## config.mk

```make
export PLATFORM = sky130hd
export DESIGN_NAME = sarct_timer
export DESIGN_NICKNAME = d
export VERILOG_FILES = /design/src/design/sarct_timer.v
export VERILOG_INCLUDE_DIRS = /design/src /design/src/design
export SDC_FILE = /design/constraint.sdc
export NUM_CORES = 1
export LEC_CHECK = 0
export BUFFER_PORTS_ARGS = -buffer_cell sky130_fd_sc_hd__buf_2
export CORE_ASPECT_RATIO = 1.4
export CORE_UTILIZATION = 57
export CTS_BUF_LIST = sky130_fd_sc_hd__clkbuf_8
export CTS_CLUSTER_DIAMETER = 30
export DETAILED_ROUTE_END_ITERATION = 10
export GPL_ROUTABILITY_DRIVEN = 0
export PLACE_DENSITY = 0.77
export SETUP_SLACK_MARGIN = 0.1
export SYNTH_ARGS = -nofsm -noshare
export SYNTH_HDL_FRONTEND = slang
export SYNTH_SLANG_ARGS = --single-unit
```

## constraint.sdc

```tcl
create_clock -name clk -period 2.7 [get_ports clk]
set_input_delay 0.27 -clock clk [delete_from_list [all_inputs] [get_ports clk]]
set_output_delay 0.27 -clock clk [all_outputs]
set_load 0.1 [all_outputs]
```

## src/design/sarct_consts.vh

```
// Register addresses, field positions, reset values and clock divisors of the split timer.
`ifndef SARCT_CONSTS_VH
`define SARCT_CONSTS_VH
// Second timer instance (capture on the slow oscillator).
`define SARCT_B_CTRL_ADDR 8'h91
`define SARCT_B_RLL_ADDR 8'h92
`define SARCT_B_RLH_ADDR 8'h93
`define SARCT_B_CNTL_ADDR 8'h94
`define SARCT_B_CNTH_ADDR 8'h95
// First timer instance (capture on the input pin).
`define SARCT_A_CTRL_ADDR 8'hc8
`define SARCT_A_RLL_ADDR 8'hca
`define SARCT_A_RLH_ADDR 8'hcb
`define SARCT_A_CNTL_ADDR 8'hcc
`define SARCT_A_CNTH_ADDR 8'hcd
// Control register fields.
`define SARCT_HFLAG_BIT 7
`define SARCT_LFLAG_BIT 6
`define SARCT_LIEN_BIT 5
`define SARCT_CAPEN_BIT 4
`define SARCT_SPLIT_BIT 3
`define SARCT_RUN_BIT 2
`define SARCT_RSVD_BIT 1
`define SARCT_XCLK_BIT 0
`define SARCT_REG_RESET 8'h00
// Clock divisors.
`define SARCT_SYS_DIV 12
`define SARCT_EXT_DIV 8
`define SARCT_DIV_W 4
`endif

```

## src/design/sarct_timer.v

```verilog
// Split 16-bit or dual 8-bit auto-reload timer with capture, reached through special-function registers.
//
// Overview of operation
// - Reload-high byte feeds the high count byte on every auto-reload.
// - In capture mode reload-high holds the captured high count byte.
// - Low count byte is low half of 16-bit counter, or own 8-bit timer.
// - High count byte is upper half of 16-bit counter, or own 8-bit timer.
// - High overflow flag sets when high byte wraps; 16-bit wrap in 16-bit mode.
// - High flag requests interrupt when enabled; only software clears it.
// - Low overflow flag sets on low byte wrap in split mode, on 16-bit wrap otherwise; software clears.
// - Low-byte enable plus timer enable make each low overflow request interrupt.
// - With capture enabled, slow oscillator falling edge copies count into reloads.
// - Split bit: 0 one 16-bit timer, 1 two 8-bit auto-reload timers.
// - Run bit enables counting; in split mode it gates only the high byte.
// - External select: 0 system clock over 12, 1 external clock over 8.
// - Per-byte clock selects pick system clock or divided source per byte in split mode; 16-bit mode follows the low select.
// - Reload-low feeds low byte on reload, or holds captured low byte.
// - The pin-capture instance captures on a falling edge of the input pin.
`include "sarct_consts.vh"
`timescale 1ns/100ps
`default_nettype none
module sarct_timer #(
  parameter [7:0] CTRL_ADDR = `SARCT_B_CTRL_ADDR,
  parameter [7:0] RLL_ADDR = `SARCT_B_RLL_ADDR,
  parameter [7:0] RLH_ADDR = `SARCT_B_RLH_ADDR,
  parameter [7:0] CNTL_ADDR = `SARCT_B_CNTL_ADDR,
  parameter [7:0] CNTH_ADDR = `SARCT_B_CNTH_ADDR,
  parameter CAPTURE_FROM_PIN = 0
) (
  input wire clk, // System clock.
  input wire rst, // Synchronous reset, active high.
  input wire [7:0] sfr_addr, // Register address.
  input wire [7:0] sfr_wdata, // Write data.
  input wire sfr_wr, // Write strobe, one cycle.
  input wire timer_irq_enable, // Timer interrupt enable from the interrupt controller.
  input wire high_byte_clock_select, // 1 runs the high byte on the system clock in split mode.
  input wire low_byte_clock_select, // 1 runs the low byte on the system clock.
  input wire ext_clk_in, // External oscillator clock, sampled.
  input wire lfo_in, // Slow oscillator output.
  input wire capture_input_pin, // Timer input pin.
  output reg [7:0] sfr_rdata_r, // Read data for the address of the previous cycle.
  output reg irq_r // Timer interrupt request.
);
  reg [7:0] count_low_byte_r;
  reg [7:0] count_high_byte_r;
  reg [7:0] reload_low_byte_r;
  reg [7:0] reload_high_byte_r;
  reg high_overflow_flag_r;
  reg low_overflow_flag_r;
  reg low_overflow_irq_enable_r;
  reg capture_enable_r;
  reg split_mode_r;
  reg run_control_r;
  reg external_clock_select_r;
  reg [`SARCT_DIV_W-1:0] sys_div_r;
  reg [`SARCT_DIV_W-1:0] ext_div_r;
  reg ext_prev_r;
  reg cap_prev_r;
  reg [7:0] cnt_l_nxt;
  reg [7:0] cnt_h_nxt;
  reg [7:0] rll_nxt;
  reg [7:0] rlh_nxt;
  reg hflag_set;
  reg lflag_set;
  reg [7:0] rdata_nxt;
  wire wr_ctrl;
  wire wr_rll;
  wire wr_rlh;
  wire wr_cntl;
  wire wr_cnth;
  wire ext_rise;
  wire sys_tick;
  wire ext_tick;
  wire base_tick;
  wire low_tick;
  wire high_tick;
  wire cap_src;
  wire cap_event;
  wire [15:0] cnt16;
  wire [15:0] cnt16_inc;

  // Register write decodes, one strobe for each addressed register.
  assign wr_ctrl = sfr_wr && (sfr_addr == CTRL_ADDR);
  assign wr_rll = sfr_wr && (sfr_addr == RLL_ADDR);
  assign wr_rlh = sfr_wr && (sfr_addr == RLH_ADDR);
  assign wr_cntl = sfr_wr && (sfr_addr == CNTL_ADDR);
  assign wr_cnth = sfr_wr && (sfr_addr == CNTH_ADDR);

  // A rising edge of the external clock, seen in the first system clock cycle that it reads high.
  assign ext_rise = ext_clk_in && !ext_prev_r;

  // Base tick is the system clock over 12 or the external clock over 8.
  // The external source must be slow enough for the system clock to see each level.
  assign sys_tick = (sys_div_r == `SARCT_SYS_DIV - 1);
  assign ext_tick = (ext_div_r == `SARCT_EXT_DIV - 1) && ext_rise;
  assign base_tick = external_clock_select_r ? ext_tick : sys_tick;

  // Each byte may instead take the undivided system clock in split mode; 16-bit mode uses the low select only.
  // In split mode the two bytes may therefore run from different sources.
  assign low_tick = low_byte_clock_select ? 1'b1 : base_tick;
  assign high_tick = high_byte_clock_select ? 1'b1 : base_tick;

  // Capture source differs between the two instances.
  // Only a falling edge between two samples counts, so a level held low captures once.
  assign cap_src = (CAPTURE_FROM_PIN != 0) ? capture_input_pin : lfo_in;
  assign cap_event = capture_enable_r && cap_prev_r && !cap_src;

  // The 16-bit view of the count, and its successor.
  assign cnt16 = {count_high_byte_r, count_low_byte_r};
  assign cnt16_inc = cnt16 + 16'h0001;

  // System clock prescaler; it runs free from reset, so the first tick after
  // setting the run bit may come after anything from 1 to 12 cycles.
  always @(posedge clk)
  begin
    if (rst)
    begin
      sys_div_r <= {`SARCT_DIV_W{1'b0}};
    end
    else
    begin
      sys_div_r <= sys_tick ? {`SARCT_DIV_W{1'b0}} : sys_div_r + 4'h1;
    end
  end

  // External clock prescaler; it advances once for each rising edge,
  // and the previous level is kept for the edge detector.
  always @(posedge clk)
  begin
    if (rst)
    begin
      ext_div_r <= {`SARCT_DIV_W{1'b0}};
      ext_prev_r <= 1'b0;
    end
    else
    begin
      ext_prev_r <= ext_clk_in;
      if (ext_rise)
      begin
        ext_div_r <= ext_tick ? {`SARCT_DIV_W{1'b0}} : ext_div_r + 4'h1;
      end
    end
  end

  // Previous level of the capture source, for falling-edge detection;
  // it resets low so that a source already low at reset gives no false edge.
  always @(posedge clk)
  begin
    if (rst)
    begin
      cap_prev_r <= 1'b0;
    end
    else
    begin
      cap_prev_r <= cap_src;
    end
  end

  // Counting, reload, capture and flag events.
  // Every output starts from its held value or from zero, so no path infers a latch.
  always @*
  begin
    cnt_l_nxt = count_low_byte_r;
    cnt_h_nxt = count_high_byte_r;
    rll_nxt = reload_low_byte_r;
    rlh_nxt = reload_high_byte_r;
    hflag_set = 1'b0;
    lflag_set = 1'b0;
    // 16-bit mode steps both bytes together on the low byte's tick.
    if (!split_mode_r)
    begin
      if (run_control_r && low_tick)
      begin
        if (cnt16 == 16'hffff)
        begin
          hflag_set = 1'b1;
          lflag_set = 1'b1;
          // Capture mode runs free; otherwise reload in the flag cycle.
          cnt_l_nxt = capture_enable_r ? 8'h00 : reload_low_byte_r;
          cnt_h_nxt = capture_enable_r ? 8'h00 : reload_high_byte_r;
        end
        else
        begin
          cnt_l_nxt = cnt16_inc[7:0];
          cnt_h_nxt = cnt16_inc[15:8];
        end
      end
    end
    else
    begin
      // Split mode: the low byte ignores the run bit.
      if (low_tick)
      begin
        if (count_low_byte_r == 8'hff)
        begin
          lflag_set = 1'b1;
          cnt_l_nxt = capture_enable_r ? 8'h00 : reload_low_byte_r;
        end
        else
        begin
          cnt_l_nxt = count_low_byte_r + 8'h01;
        end
      end
      if (run_control_r && high_tick)
      begin
        if (count_high_byte_r == 8'hff)
        begin
          hflag_set = 1'b1;
          cnt_h_nxt = capture_enable_r ? 8'h00 : reload_high_byte_r;
        end
        else
        begin
          cnt_h_nxt = count_high_byte_r + 8'h01;
        end
      end
    end
    // Software writes to the count bytes take precedence over counting.
    if (wr_cntl)
    begin
      cnt_l_nxt = sfr_wdata;
    end
    if (wr_cnth)
    begin
      cnt_h_nxt = sfr_wdata;
    end
    // Reload writes, then capture, which wins over a same-cycle write.
    if (wr_rll)
    begin
      rll_nxt = sfr_wdata;
    end
    if (wr_rlh)
    begin
      rlh_nxt = sfr_wdata;
    end
    if (cap_event)
    begin
      rll_nxt = count_low_byte_r;
      rlh_nxt = count_high_byte_r;
      hflag_set = 1'b1;
    end
  end

  // Read data mux; the reserved bit reads zero.
  // Reads are registered, so data appears one cycle after its address.
  always @*
  begin
    rdata_nxt = 8'h00;
    case (sfr_addr)
      CTRL_ADDR: rdata_nxt = {high_overflow_flag_r, low_overflow_flag_r,
        low_overflow_irq_enable_r, capture_enable_r, split_mode_r, run_control_r,
        1'b0, external_clock_select_r};
      RLL_ADDR: rdata_nxt = reload_low_byte_r;
      RLH_ADDR: rdata_nxt = reload_high_byte_r;
      CNTL_ADDR: rdata_nxt = count_low_byte_r;
      CNTH_ADDR: rdata_nxt = count_high_byte_r;
      default: rdata_nxt = 8'h00;
    endcase
  end

  // Register state; a hardware flag set wins over a same-cycle software clear.
  // Clearing a flag needs a write of zero; writing one sets it by software.
  always @(posedge clk)
  begin
    if (rst)
    begin
      count_low_byte_r <= `SARCT_REG_RESET;
      count_high_byte_r <= `SARCT_REG_RESET;
      reload_low_byte_r <= `SARCT_REG_RESET;
      reload_high_byte_r <= `SARCT_REG_RESET;
      high_overflow_flag_r <= 1'b0;
      low_overflow_flag_r <= 1'b0;
      low_overflow_irq_enable_r <= 1'b0;
      capture_enable_r <= 1'b0;
      split_mode_r <= 1'b0;
      run_control_r <= 1'b0;
      external_clock_select_r <= 1'b0;
      sfr_rdata_r <= 8'h00;
      irq_r <= 1'b0;
    end
    else
    begin
      count_low_byte_r <= cnt_l_nxt;
      count_high_byte_r <= cnt_h_nxt;
      reload_low_byte_r <= rll_nxt;
      reload_high_byte_r <= rlh_nxt;
      high_overflow_flag_r <= hflag_set |
        (wr_ctrl ? sfr_wdata[`SARCT_HFLAG_BIT] : high_overflow_flag_r);
      low_overflow_flag_r <= lflag_set |
        (wr_ctrl ? sfr_wdata[`SARCT_LFLAG_BIT] : low_overflow_flag_r);
      // Software-owned control bits; bit 1 has no storage and reads zero.
      if (wr_ctrl)
      begin
        low_overflow_irq_enable_r <= sfr_wdata[`SARCT_LIEN_BIT];
        capture_enable_r <= sfr_wdata[`SARCT_CAPEN_BIT];
        split_mode_r <= sfr_wdata[`SARCT_SPLIT_BIT];
        run_control_r <= sfr_wdata[`SARCT_RUN_BIT];
        external_clock_select_r <= sfr_wdata[`SARCT_XCLK_BIT];
      end
      sfr_rdata_r <= rdata_nxt;
      // The request follows the flags one cycle later and drops when they clear.
      irq_r <= timer_irq_enable && (high_overflow_flag_r ||
        (low_overflow_flag_r && low_overflow_irq_enable_r));
    end
  end
endmodule
`default_nettype wire

```

After elaboration in Yosys (flattened, before gate mapping)
Index checks and enable logic that the tools add are counted.
{"block": "totals", "ff_bits": 58, "output_inout_bits": 9, "elab_cells": 93}
{"block": "classes", "n_addsub": 5, "eq_ne": 12, "n_mux": 34, "bitwise_logic": 2, "n_reduce_logical": 23}
{"op": "2-to-1 mux 8 bit", "n": 18}
{"op": "equality test 8 bit (second input constant)", "n": 7}
{"op": "case mux 8 bit (5 select lines)", "n": 1}
{"op": "adder 16 x 1 -> 16 bit (second input constant)", "n": 1}
{"op": "adder 8 x 1 -> 8 bit (second input constant)", "n": 2}
{"op": "equality test 16 bit (second input constant)", "n": 1}
{"op": "2-to-1 mux 1 bit", "n": 14}
{"op": "logical AND 1 bit", "n": 13}
{"op": "adder 4 x 1 -> 4 bit (second input constant)", "n": 2}
{"op": "!= test 3 x 1 -> 1 bit (second input constant)", "n": 2}
{"op": "nonzero test 3 bit", "n": 2}
{"op": "equality test 4 x 3 -> 1 bit (second input constant)", "n": 1}
{"op": "equality test 4 bit (second input constant)", "n": 1}
{"op": "2-to-1 mux 4 bit", "n": 1}
{"op": "AND reduction 2 bit", "n": 2}
{"op": "nonzero test 2 bit", "n": 2}
{"op": "logical NOT 1 bit", "n": 2}
{"op": "bitwise OR 1 bit", "n": 2}
{"op": "OR reduction 2 bit", "n": 1}
{"op": "logical OR 1 bit", "n": 1}

Longest topological paths before layout
Gate-level depths: netlist (run 1).
{"block": "logic_depth", "word_depth": 10, "ltp_mapped": 9, "ltp_nobuf": 7}

Worst setup path after synthesis (run 1)
Ideal clock, no wire load.
{"block": "synth_timing", "kind": "reg2reg", "from": "register count_high_byte_r[0]", "to": "register count_high_byte_r[7]", "setup_time_ns": 0.132, "arrival_ns": 1.788, "required_ns": 2.568, "setup_slack_ns": 0.781, "path_stages_with_launch": 10, "path_buffers": 2, "period_less_slack_ns": 1.919, "path_cell_list": "dfxtp_1 > ha_1 > and3_1 > clkbuf_2 > and4_1 > buf_2 > a31oi_1 > o21ai_1 > a221oi_1 > nor3_1"}
{"block": "synth_via", "elab_chain_cells": 5}
{"element": "from (decl)", "line": "sarct_timer.v:45", "text": "reg [7:0] count_high_byte_r;"}
{"element": "from (signal assigned)", "line": "sarct_timer.v:267", "text": "count_high_byte_r <= `SARCT_REG_RESET;"}
{"element": "from (signal assigned)", "line": "sarct_timer.v:283", "text": "count_high_byte_r <= cnt_h_nxt;"}
{"element": "adder 16 x 1 -> 16 bit (tied with other cells)", "line": "sarct_timer.v:110", "text": "assign cnt16_inc = cnt16 + 16'h0001;"}
{"element": "2-to-1 mux 8 bit (on tied branches)", "line": "sarct_timer.v:174, sarct_timer.v:206"}
{"element": "2-to-1 mux 8 bit (on tied branches)", "line": "sarct_timer.v:172, sarct_timer.v:204"}
{"element": "2-to-1 mux 8 bit *", "line": "sarct_timer.v:170", "text": "if (!split_mode_r)"}
{"element": "2-to-1 mux 8 bit *", "line": "sarct_timer.v:222", "text": "if (wr_cnth)"}
Mark *: on every way between the ends. The rest lies on a longest branch, timed or not. The select of a mux whose other input is x is not followed.
A chain may end at the register's enable or synchronous reset.

Final worst setup path (run 1)
{"block": "layout_timing", "from": "register count_low_byte_r[1]", "to": "register count_high_byte_r[2]"}
{"block": "layout_via", "elab_chain_cells": 5}
{"element": "from (decl)", "line": "sarct_timer.v:44", "text": "reg [7:0] count_low_byte_r;"}
{"element": "from (signal assigned)", "line": "sarct_timer.v:266", "text": "count_low_byte_r <= `SARCT_REG_RESET;"}
{"element": "from (signal assigned)", "line": "sarct_timer.v:282", "text": "count_low_byte_r <= cnt_l_nxt;"}
{"element": "adder 16 x 1 -> 16 bit / equality test 16 bit (equally long branches)", "line": "sarct_timer.v:110, sarct_timer.v:174"}
{"element": "2-to-1 mux 8 bit *", "line": "sarct_timer.v:174", "text": "if (cnt16 == 16'hffff)"}
{"element": "2-to-1 mux 8 bit *", "line": "sarct_timer.v:172", "text": "if (run_control_r && low_tick)"}
{"element": "2-to-1 mux 8 bit *", "line": "sarct_timer.v:170"}
{"element": "2-to-1 mux 8 bit *", "line": "sarct_timer.v:222"}
Marked as above.

==> results of run 1 <==
stage by stage:
stage / worst slack (ns) / total power, uW / hold slack (ns)
3_3_place_gp: 0.521 / 986 / 0.443
4_1_cts: 0.477 / 1770 / 0.157
5_1_grt: 0.216 / 1820 / 0.158
6_report: 0.401 / 1770 / 0.154
2_1_floorplan: 0.781 / 944 / 0.377
3_5_place_dp: 0.490 / 989 / 0.462
layout by cell type (no fill, tap or decap), types with 4 or more instances in the layout:
| cell | synthesis | routed |
|---|---|---|
| dfxtp_1 | 58 | 58 |
| nor3b_1 | 5 | 5 |
| a311oi_1 | 6 | 6 |
| nand2_1 | 44 | 44 |
| a21oi_1 | 42 | 42 |
| a22oi_1 | 17 | 17 |
| a31oi_1 | 13 | 13 |
| o21ai_0 | 20 | 20 |
| nor2_1 | 44 | 44 |
| and4_1 | 5 | 5 |
| mux2i_1 | 5 | 5 |
| ha_1 | 4 | 4 |
| xnor2_1 | 5 | 5 |
| and2_1 | 4 | 4 |
| buf_4 | 1 | 15 |
| xor2_1 | 4 | 4 |
| nand3_1 | 18 | 18 |
| and3_1 | 7 | 7 |
| buf_2 | 14 | 32 |
| o21ai_1 | 9 | 9 |
| inv_1 | 8 | 8 |
| nor3_1 | 20 | 20 |
| nand3b_1 | 4 | 4 |
| clkbuf_8 | 0 | 10 |
| nand4_1 | 7 | 7 |
where the power goes:
part	internal [uW]	switching, uW
combinational	37.4	63.1
clock	442	359
sequential	864	7.25
kinds of logic after synthesis:
group,synth area share
simple gates,0.286
fa+ha+maj,0.0143
flops,0.333
mux,0.0176
buf+inv,0.0631
xor+xnor,0.0226
compound gates,0.263
final timing paths:
| kind | cells past startpoint | endpoint |
|---|---|---|
| min reg2reg | 1 | sys_div_r[0] |
| max reg2reg | 6 | count_high_byte_r[2] |
| max | 6 | count_high_byte_r[2] |
| min | 2 | cap_prev_r |
layout make-up:
type / instances / area (um^2) / share of cell area
sequential: 58 / 1160 / 0.301
tap: 70 / 87.6 / 0.0227
multi-input combinational: 345 / 2110 / 0.547
inverter: 8 / 30.0 / 0.00779
clock buffer: 10 / 138 / 0.0357
clock inverter: 5 / 55.1 / 0.0143
timing repair buffer: 47 / 273 / 0.0708
critical path: cells and delay by family, from the launching register on:
family	cells	cell delay, ns
AO/OA/AOI/OAI	1	0.20
adder cells (fa/ha/maj)	1	0.26
flip-flops	1	0.46
AND/OR/NAND/NOR	4	1.27
layer usage:
layer	GRT usage	up-vias	share of wire
met1	0.425	1686	0.38
met5	0	-	0
li1	-	1705	-
met3	0.0882	66	0.085
met4	0.245	0	0.061
met2	0.570	224	0.47
state kept, by name (all words and copies together), names as in the netlist, 4 cells and up:
signal              count
reload_high_byte_r      8
sys_div_r               4
ext_div_r               4
count_high_byte_r       8
reload_low_byte_r       8
sfr_rdata_r             8
count_low_byte_r        8
==> results.sh, run 1 <==
export IMPL_placed_area_um2=3660
export IMPL_finalSetupViolations=0
export IMPL_ios=34
export IMPL_drt_pre_antenna_iters=6
export IMPL_crit_top_cell="and4_1"
export IMPL_tightestPinTransition_ns=0.600
export IMPL_worstHoldPathType="in2reg"
export IMPL_drive_above_1_share=0.171
export IMPL_power_density_nw_per_um2=460
export IMPL_grt_max_degree=25
export IMPL_crit_path_top_delay_cell="and4_1"
export IMPL_route_detailed_drc=0
export IMPL_die_h_um=94.6
export IMPL_setup_tns_ns=0
export IMPL_synth_edf_count=0
export IMPL_synth_ff_latch_count=58
export IMPL_grt_pass1_vias=3616
export IMPL_yosys_area_top_type="dfxtp_1"
export IMPL_die_area_um2=6450
export IMPL_grt_pass1_wl_um=17400
export IMPL_cp_max_fo=11
export IMPL_min_period_ns=2.30
export IMPL_dpl_cell_count=528
export IMPL_vias_per_cell=6.78
export IMPL_worst_path_largest_cell_delay_ns=0.53
export IMPL_die_w_um=68.1
export IMPL_synth_area_top_cells="dfxtp_1 33%, a21oi_1 6.0%, nand2_1 4.7%"
export IMPL_dr_total_vias=3681
export IMPL_final_area_um2=3850
export IMPL_h_tree_depth=3
export IMPL_critical_path_required_ns=2.95
export IMPL_area_growth_pct=10.4
export IMPL_clk_path_buf_depth=2
export IMPL_peakVddDrop_mv=0.626
export IMPL_antenna_found_initial=0
export IMPL_cp_arrival_ns=2.55
export IMPL_cts_buffers=9
export IMPL_nFillCells=538
export IMPL_cts_tree="built"
export IMPL_crit_type="reg2reg"
export IMPL_yosysUniqueCellTypes=68
export IMPL_end_kind="flip-flop"
export IMPL_final_nets=498
export IMPL_initial_core_util=0.595
export IMPL_clkSinkCount=58
export IMPL_leakage_uw=0.00141
export IMPL_postCtsHoldBufs=0
export IMPL_drt_iter0_drc=398
export IMPL_clk_pin_slew_ns=0.07
export IMPL_synthArstFlopShare=0
export IMPL_r2r_slack_ns=0.40
export IMPL_rsz0062_at_grt="false"
export IMPL_startpoint="count_low_byte_r[1]"
export IMPL_syn_inst=449
export IMPL_final_max_slew_viol_count=0
export IMPL_min_from="lfo_in"
export IMPL_outcome="finished clean"
export IMPL_finClkSkew_ns=0.00877
export IMPL_num_rows=33
export IMPL_cp_cell_sequence="ha_1 > and4_1 > and4_1 > o311ai_0 > nand2_1 > nor4b_1"
export IMPL_synth_most_common_cell="dfxtp_1"
export IMPL_final_cells=543
export IMPL_clkLatencyLatePin_ns=0.35
export IMPL_overflow=0
export IMPL_ys_seq_area_frac=0.333
export IMPL_wirelength_um=10600
export IMPL_synthFlopType="dfxtp_1"
export IMPL_hold_viol=0
export IMPL_syn_nets=478
export IMPL_ant_nets=0
export IMPL_final_util=0.657
export IMPL_wl_per_cell_um=19.5
export IMPL_dp_hpwl_um=7610
export IMPL_diodes=0
export IMPL_core_area_um2=5860
export IMPL_cts_root_buf="clkbuf_8"
export IMPL_cts_setup_buffers=0
export IMPL_synthTopCellsByCount="58 x dfxtp_1, 44 x nand2_1, 44 x nor2_1"
export IMPL_avgSynthCellArea_um2=7.77
export IMPL_synth_top_cell_area_share=0.333
export IMPL_maxCapViolCount=0
export IMPL_grt_use_total=0.363
export IMPL_period_share=0.852
export IMPL_io_buffer_count=32
export IMPL_slew_limit_headroom=0.600
export IMPL_worstSetupStartpointType="flip-flop"
export IMPL_r2r_start="count_low_byte_r[1]"
export IMPL_yosys_warnings=0
export IMPL_clock_fmax_mhz=435
export IMPL_cts_resized=0
export IMPL_synth_area_um2=3490
Note: power is estimated with default switching activity, not from simulation.
==> run 2: changes to the inputs <==
- GPL_TIMING_DRIVEN: unset -> 0
==> run 2 against run 1 <==
Compared with the run above:
- power increased by 0.67%
- worst setup slack improved by 0.052 ns
- combinational power about the same
- critical path depth increased by 3
- core utilization increased by 0.96 points
- largest power group unchanged
- hold slack got worse by 0.0036 ns
==> results.sh, run 2 (synthesized netlist as in run 1, its figures left out) <==
export IMPL_outcome="finished clean"
export IMPL_slew_limit_headroom=0.220
export IMPL_h_tree_depth=3
export IMPL_cp_cell_sequence="ha_1 > and4_1 > buf_2 > and2_2 > o21ai_2 > buf_6 > nor2_2 > a21oi_1 > nor4_1"
export IMPL_ios=34
export IMPL_vias_per_cell=6.76
export IMPL_cts_root_buf="clkbuf_8"
export IMPL_ant_nets=0
export IMPL_whs_path_depth=2
export IMPL_num_rows=33
export IMPL_min_from="lfo_in"
export IMPL_end_kind="flip-flop"
export IMPL_grt_max_degree=11
export IMPL_final_cell_mix="58 x dfxtp_1, 44 x nand2_1, 44 x nor2_1"
export IMPL_drt_pre_antenna_iters=5
export IMPL_rr_endpoint="count_low_byte_r[0]"
export IMPL_layout_commonest_cell="dfxtp_1"
export IMPL_grt_pass1_vias=3440
export IMPL_drt_iter0_drc=585
export IMPL_clock_fmax_mhz=445
export IMPL_final_max_slew_viol_count=0
export IMPL_ff2ff_path_depth=9
export IMPL_area_growth_pct=12.0
export IMPL_hold_viol=0
export IMPL_placed_area_um2=3720
export IMPL_worst_path_largest_cell_delay_ns=0.49
export IMPL_overflow=0
export IMPL_setup_tns_ns=0
export IMPL_r2r_slack_ns=0.45
export IMPL_rsz0062_at_grt="false"
export IMPL_drive_above_1_share=0.167
export IMPL_clkLatencyLatePin_ns=0.34
export IMPL_final_cells=561
export IMPL_postCtsHoldBufs=0
export IMPL_die_area_um2=6450
export IMPL_cts_tree="built"
export IMPL_clk_path_buf_depth=2
export IMPL_die_h_um=94.6
export IMPL_leakage_uw=0.00146
export IMPL_wirelength_um=11000
export IMPL_grt_use_total=0.371
export IMPL_crit_type="reg2reg"
export IMPL_dp_hpwl_um=7960
export IMPL_finalSetupViolations=0
export IMPL_antenna_found_initial=0
export IMPL_finClkSkew_ns=0.00789
export IMPL_min_period_ns=2.25
export IMPL_min_to="cap_prev_r"
export IMPL_cp_arrival_ns=2.48
export IMPL_power_density_nw_per_um2=456
export IMPL_cts_resized=0
export IMPL_dr_total_vias=3794
export IMPL_maxCapViolCount=0
export IMPL_route_detailed_drc=0
export IMPL_worstSetupStartpointType="flip-flop"
export IMPL_wl_per_cell_um=19.7
export IMPL_cts_buffers=9
export IMPL_core_area_um2=5860
export IMPL_diodes=0
export IMPL_cts_setup_buffers=0
export IMPL_cp_max_fo=10
export IMPL_crit_path_top_delay_cell="dfxtp_1"
export IMPL_clkSinkCount=58
export IMPL_initial_core_util=0.595
export IMPL_critical_path_required_ns=2.94
export IMPL_worstHoldPathType="in2reg"
export IMPL_dpl_cell_count=547
export IMPL_peakVddDrop_mv=0.415
export IMPL_final_area_um2=3910
export IMPL_io_buffer_count=28
export IMPL_clk_pin_slew_ns=0.07
export IMPL_tightestPinTransition_ns=1.15
export IMPL_grt_pass1_wl_um=17300
export IMPL_final_nets=517
export IMPL_r2r_start="count_low_byte_r[0]"
export IMPL_die_w_um=68.1
export IMPL_period_share=0.832
[run 2: changes by cell type in the layout (fill, tap and decap cells not counted), moves of 2 or more]
cell        previous run  this run
buf_2                 32        42
buf_6                  0         3
buf_4                 15         1
clkbuf_1               0        16
clkinvlp_4             2         0
clkbuf_2               0         3
[run 2: per-stage QoR]
step	util	hold slack, ns	setup slack, ns	power, uW
after detailed placement	0.634	0.465	0.551	990
after global routing	0.667	0.151	0.330	1830
after global placement	0.634	0.441	0.532	987
after floorplan	-	0.377	0.781	944
final	0.667	0.150	0.453	1780
after CTS	0.667	0.148	0.514	1780
[run 2: layer usage]
metal / track usage / vias to the layer above / wire, um
li1: - / 1746 / -
met1: 0.458 / 1717 / 4150
met2: 0.581 / 265 / 5010
met3: 0.0809 / 66 / 1150
met4: 0.214 / 0 / 707
met5: 0 / - / 0
[run 2: power by group]
group          internal, uW  switching [uW]  total (uW)
Combinational          35.3            67.8         103
Sequential              864            6.64         871
Clock                   463             348         811
[run 2: area by class of cell]
cell class / instances / area (um^2)
multi-input cells: 345 / 2110
fillers: 540 / 1950
flip-flops and latches: 58 / 1160
plain buffers: 38 / 190
clock buffers: 11 / 151
repair buffers: 28 / 140
well taps: 70 / 87.6
clock inverters: 3 / 40.0
inverters: 8 / 30.0
[run 2: how the worst max path moves through the flow]
stage                         startpoint                   end  slack [ns]  depth (start not counted)
finish               count_low_byte_r[0]   count_low_byte_r[0]        0.45                          9
CTS                  count_low_byte_r[0]   count_low_byte_r[4]        0.51                          9
global route         count_low_byte_r[0]   count_low_byte_r[5]        0.33                          9
global placement     count_low_byte_r[0]   count_low_byte_r[4]        0.53                          9
detailed placement   count_low_byte_r[0]   count_low_byte_r[4]        0.55                          9
floorplan           count_high_byte_r[0]  count_high_byte_r[7]        0.78                          9
[run 2: critical path, delay by kind of cell (launching register included)]
kind,cells,cell delay (ns)
fa+ha+maj,1,0.27
flops,1,0.49
compound gates,2,0.19
simple gates,4,0.85
buf+inv,2,0.34
==> run 3: changes to the inputs <==
- clock period: 2.7 -> 2.16 ns (I/O delays scaled with it)
==> run 3 against run 2 <==
Compared with the run above:
- sequential share of layout area is 0.56 points lower
- non-clock buffer count is 6 higher
- sequential cell count stayed put
- global-route usage is 0.37 points higher
- largest power group unchanged
- first-iteration DRC count is 4.1% lower
- critical endpoint is now count_low_byte_r[7]
- count of clock-buffer cells in the layout stayed put
- combinational power is 27% higher
- sequential power is 24% higher
- hold slack worse by 0.057 ns
- via count is 2.5% higher
- cell area is 3.2% higher
==> results.sh, run 3 (synthesized netlist as in run 1, its figures left out) <==
export IMPL_worstSetupPathDepth=8
export IMPL_use_met2=0.585
export IMPL_grt_pass1_wl_um=17500
export IMPL_drt_iter0_drc=561
export IMPL_end_kind="flip-flop"
export IMPL_layout_commonest_cell="dfxtp_1"
export IMPL_maxCapViolCount=0
export IMPL_worst_path_largest_cell_delay_ns=0.40
export IMPL_dr_total_vias=3890
export IMPL_setup_ws_ns=0.143
export IMPL_die_area_um2=6450
export IMPL_cts_tree="built"
export IMPL_rsz0062_at_grt="true"
export IMPL_final_max_slew_viol_count=0
export IMPL_cp_arrival_ns=2.27
export IMPL_hold_viol=0
export IMPL_dp_hpwl_um=7960
export IMPL_gr_usage_met3=0.0797
export IMPL_clkSinkCount=58
export IMPL_die_h_um=94.6
export IMPL_tightestPinTransition_ns=1.18
export IMPL_final_area_um2=4040
export IMPL_final_nets=523
export IMPL_wirelength_um=11500
export IMPL_crit_path_top_delay_cell="dfxtp_4"
export IMPL_cts_buffers=9
export IMPL_io_buffer_count=28
export IMPL_ios=34
export IMPL_min_period_ns=2.02
export IMPL_core_area_um2=5860
export IMPL_whs_path_depth=2
export IMPL_ant_nets=0
export IMPL_hold_ws_ns=0.0938
export IMPL_report_power_total_uw=2230
export IMPL_h_tree_depth=3
export IMPL_worstHoldPathType="in2reg"
export IMPL_clkLatencyLatePin_ns=0.34
export IMPL_clk_pin_slew_ns=0.07
export IMPL_finClkSkew_ns=0.00790
export IMPL_vias_per_cell=6.86
export IMPL_cts_root_buf="clkbuf_8"
export IMPL_crit_type="reg2reg"
export IMPL_r2r_start="count_low_byte_r[0]"
export IMPL_ff2ff_path_depth=8
export IMPL_min_from="lfo_in"
export IMPL_cp_cell_sequence="ha_2 > and4_1 > clkbuf_4 > and2_4 > o21ai_4 > buf_2 > a211o_1 > a311oi_2"
export IMPL_finalSetupViolations=0
export IMPL_setup_tns_ns=0
export IMPL_wl_per_cell_um=20.3
export IMPL_postCtsHoldBufs=0
export IMPL_overflow=0
export IMPL_clock_fmax_mhz=496
export IMPL_worstSetupStartpointType="flip-flop"
export IMPL_crit_buf_inv=2
export IMPL_nFillCells=526
export IMPL_leakage_uw=0.00150
export IMPL_r2r_slack_ns=0.14
export IMPL_drive_above_1_share=0.207
export IMPL_min_to="cap_prev_r"
export IMPL_antenna_found_initial=0
export IMPL_post_place_ws_ns=0.0114
export IMPL_grt_use_total=0.375
export IMPL_grtUsageMet1=0.463
export IMPL_peakVddDrop_mv=0.526
export IMPL_grt_pass1_vias=3463
export IMPL_drt_pre_antenna_iters=6
export IMPL_die_w_um=68.1
export IMPL_outcome="finished clean"
export IMPL_period_share=0.934
export IMPL_critical_path_required_ns=2.41
export IMPL_placed_area_um2=3720
export IMPL_power_density_nw_per_um2=553
export IMPL_crit_family="compound AO/OA/AOI/OAI gates"
export IMPL_top_usage_layer="met2"
export IMPL_route_detailed_drc=0
export IMPL_grt_max_degree=11
export IMPL_clk_path_buf_depth=2
export IMPL_slew_limit_headroom=0.203
export IMPL_diodes=0
export IMPL_rr_endpoint="count_low_byte_r[7]"
export IMPL_area_growth_pct=15.6
export IMPL_initial_core_util=0.595
export IMPL_num_rows=33
export IMPL_cp_max_fo=8
export IMPL_final_cell_mix="54 x dfxtp_1, 44 x nand2_1, 44 x nor2_1"
## run 3: stage by stage
stage | instances | util
after floorplan | 449 | -
after global placement | 547 | 0.634
after detailed placement | 547 | 0.634
after CTS | 563 | 0.671
after global routing | 567 | 0.688
final | 567 | 0.688
## run 3: report_power, final
part / switching, uW / internal [uW] / leakage (uW)
registers: 8.05 / 1080 / 0.000472
clock network: 439 / 579 / 0.000101
logic: 86.1 / 44.5 / 0.000924
## run 3: timing repair
action,in CTS,in global routing
endpoints found under the setup margin,12,17
gates cloned,1,0
setup buffers,1,4
pin swaps,1,4
resized for setup,6,27
## run 3: cell type report
class                      instances  area (um^2)  share of cell area
inverter                           8         30.0             0.00744
clock inverter                     3         40.0             0.00992
sequential                        58         1180               0.291
clock buffer                      11          151              0.0375
tap                               70         87.6              0.0217
multi-input combinational        345         2170               0.537
buffer                            38          203              0.0502
timing repair buffer              34          183              0.0453
## run 3: per-layer routing
layer | share of wire | vias up
li1 | - | 1755
met3 | 0.11 | 59
met2 | 0.46 | 277
met1 | 0.37 | 1799
met5 | 0 | -
met4 | 0.053 | 0
## run 3: how the worst max path moves through the flow
stage	slack [ns]	endpoint	start
finish	0.14	count_low_byte_r[7]	count_low_byte_r[0]
global route	0.05	count_high_byte_r[4]	ext_div_r[0]
CTS	0.09	count_low_byte_r[4]	count_low_byte_r[0]
detailed placement	0.01	count_low_byte_r[4]	count_low_byte_r[0]
global placement	-0.008	count_low_byte_r[4]	count_low_byte_r[0]
floorplan	0.24	count_high_byte_r[7]	count_high_byte_r[0]
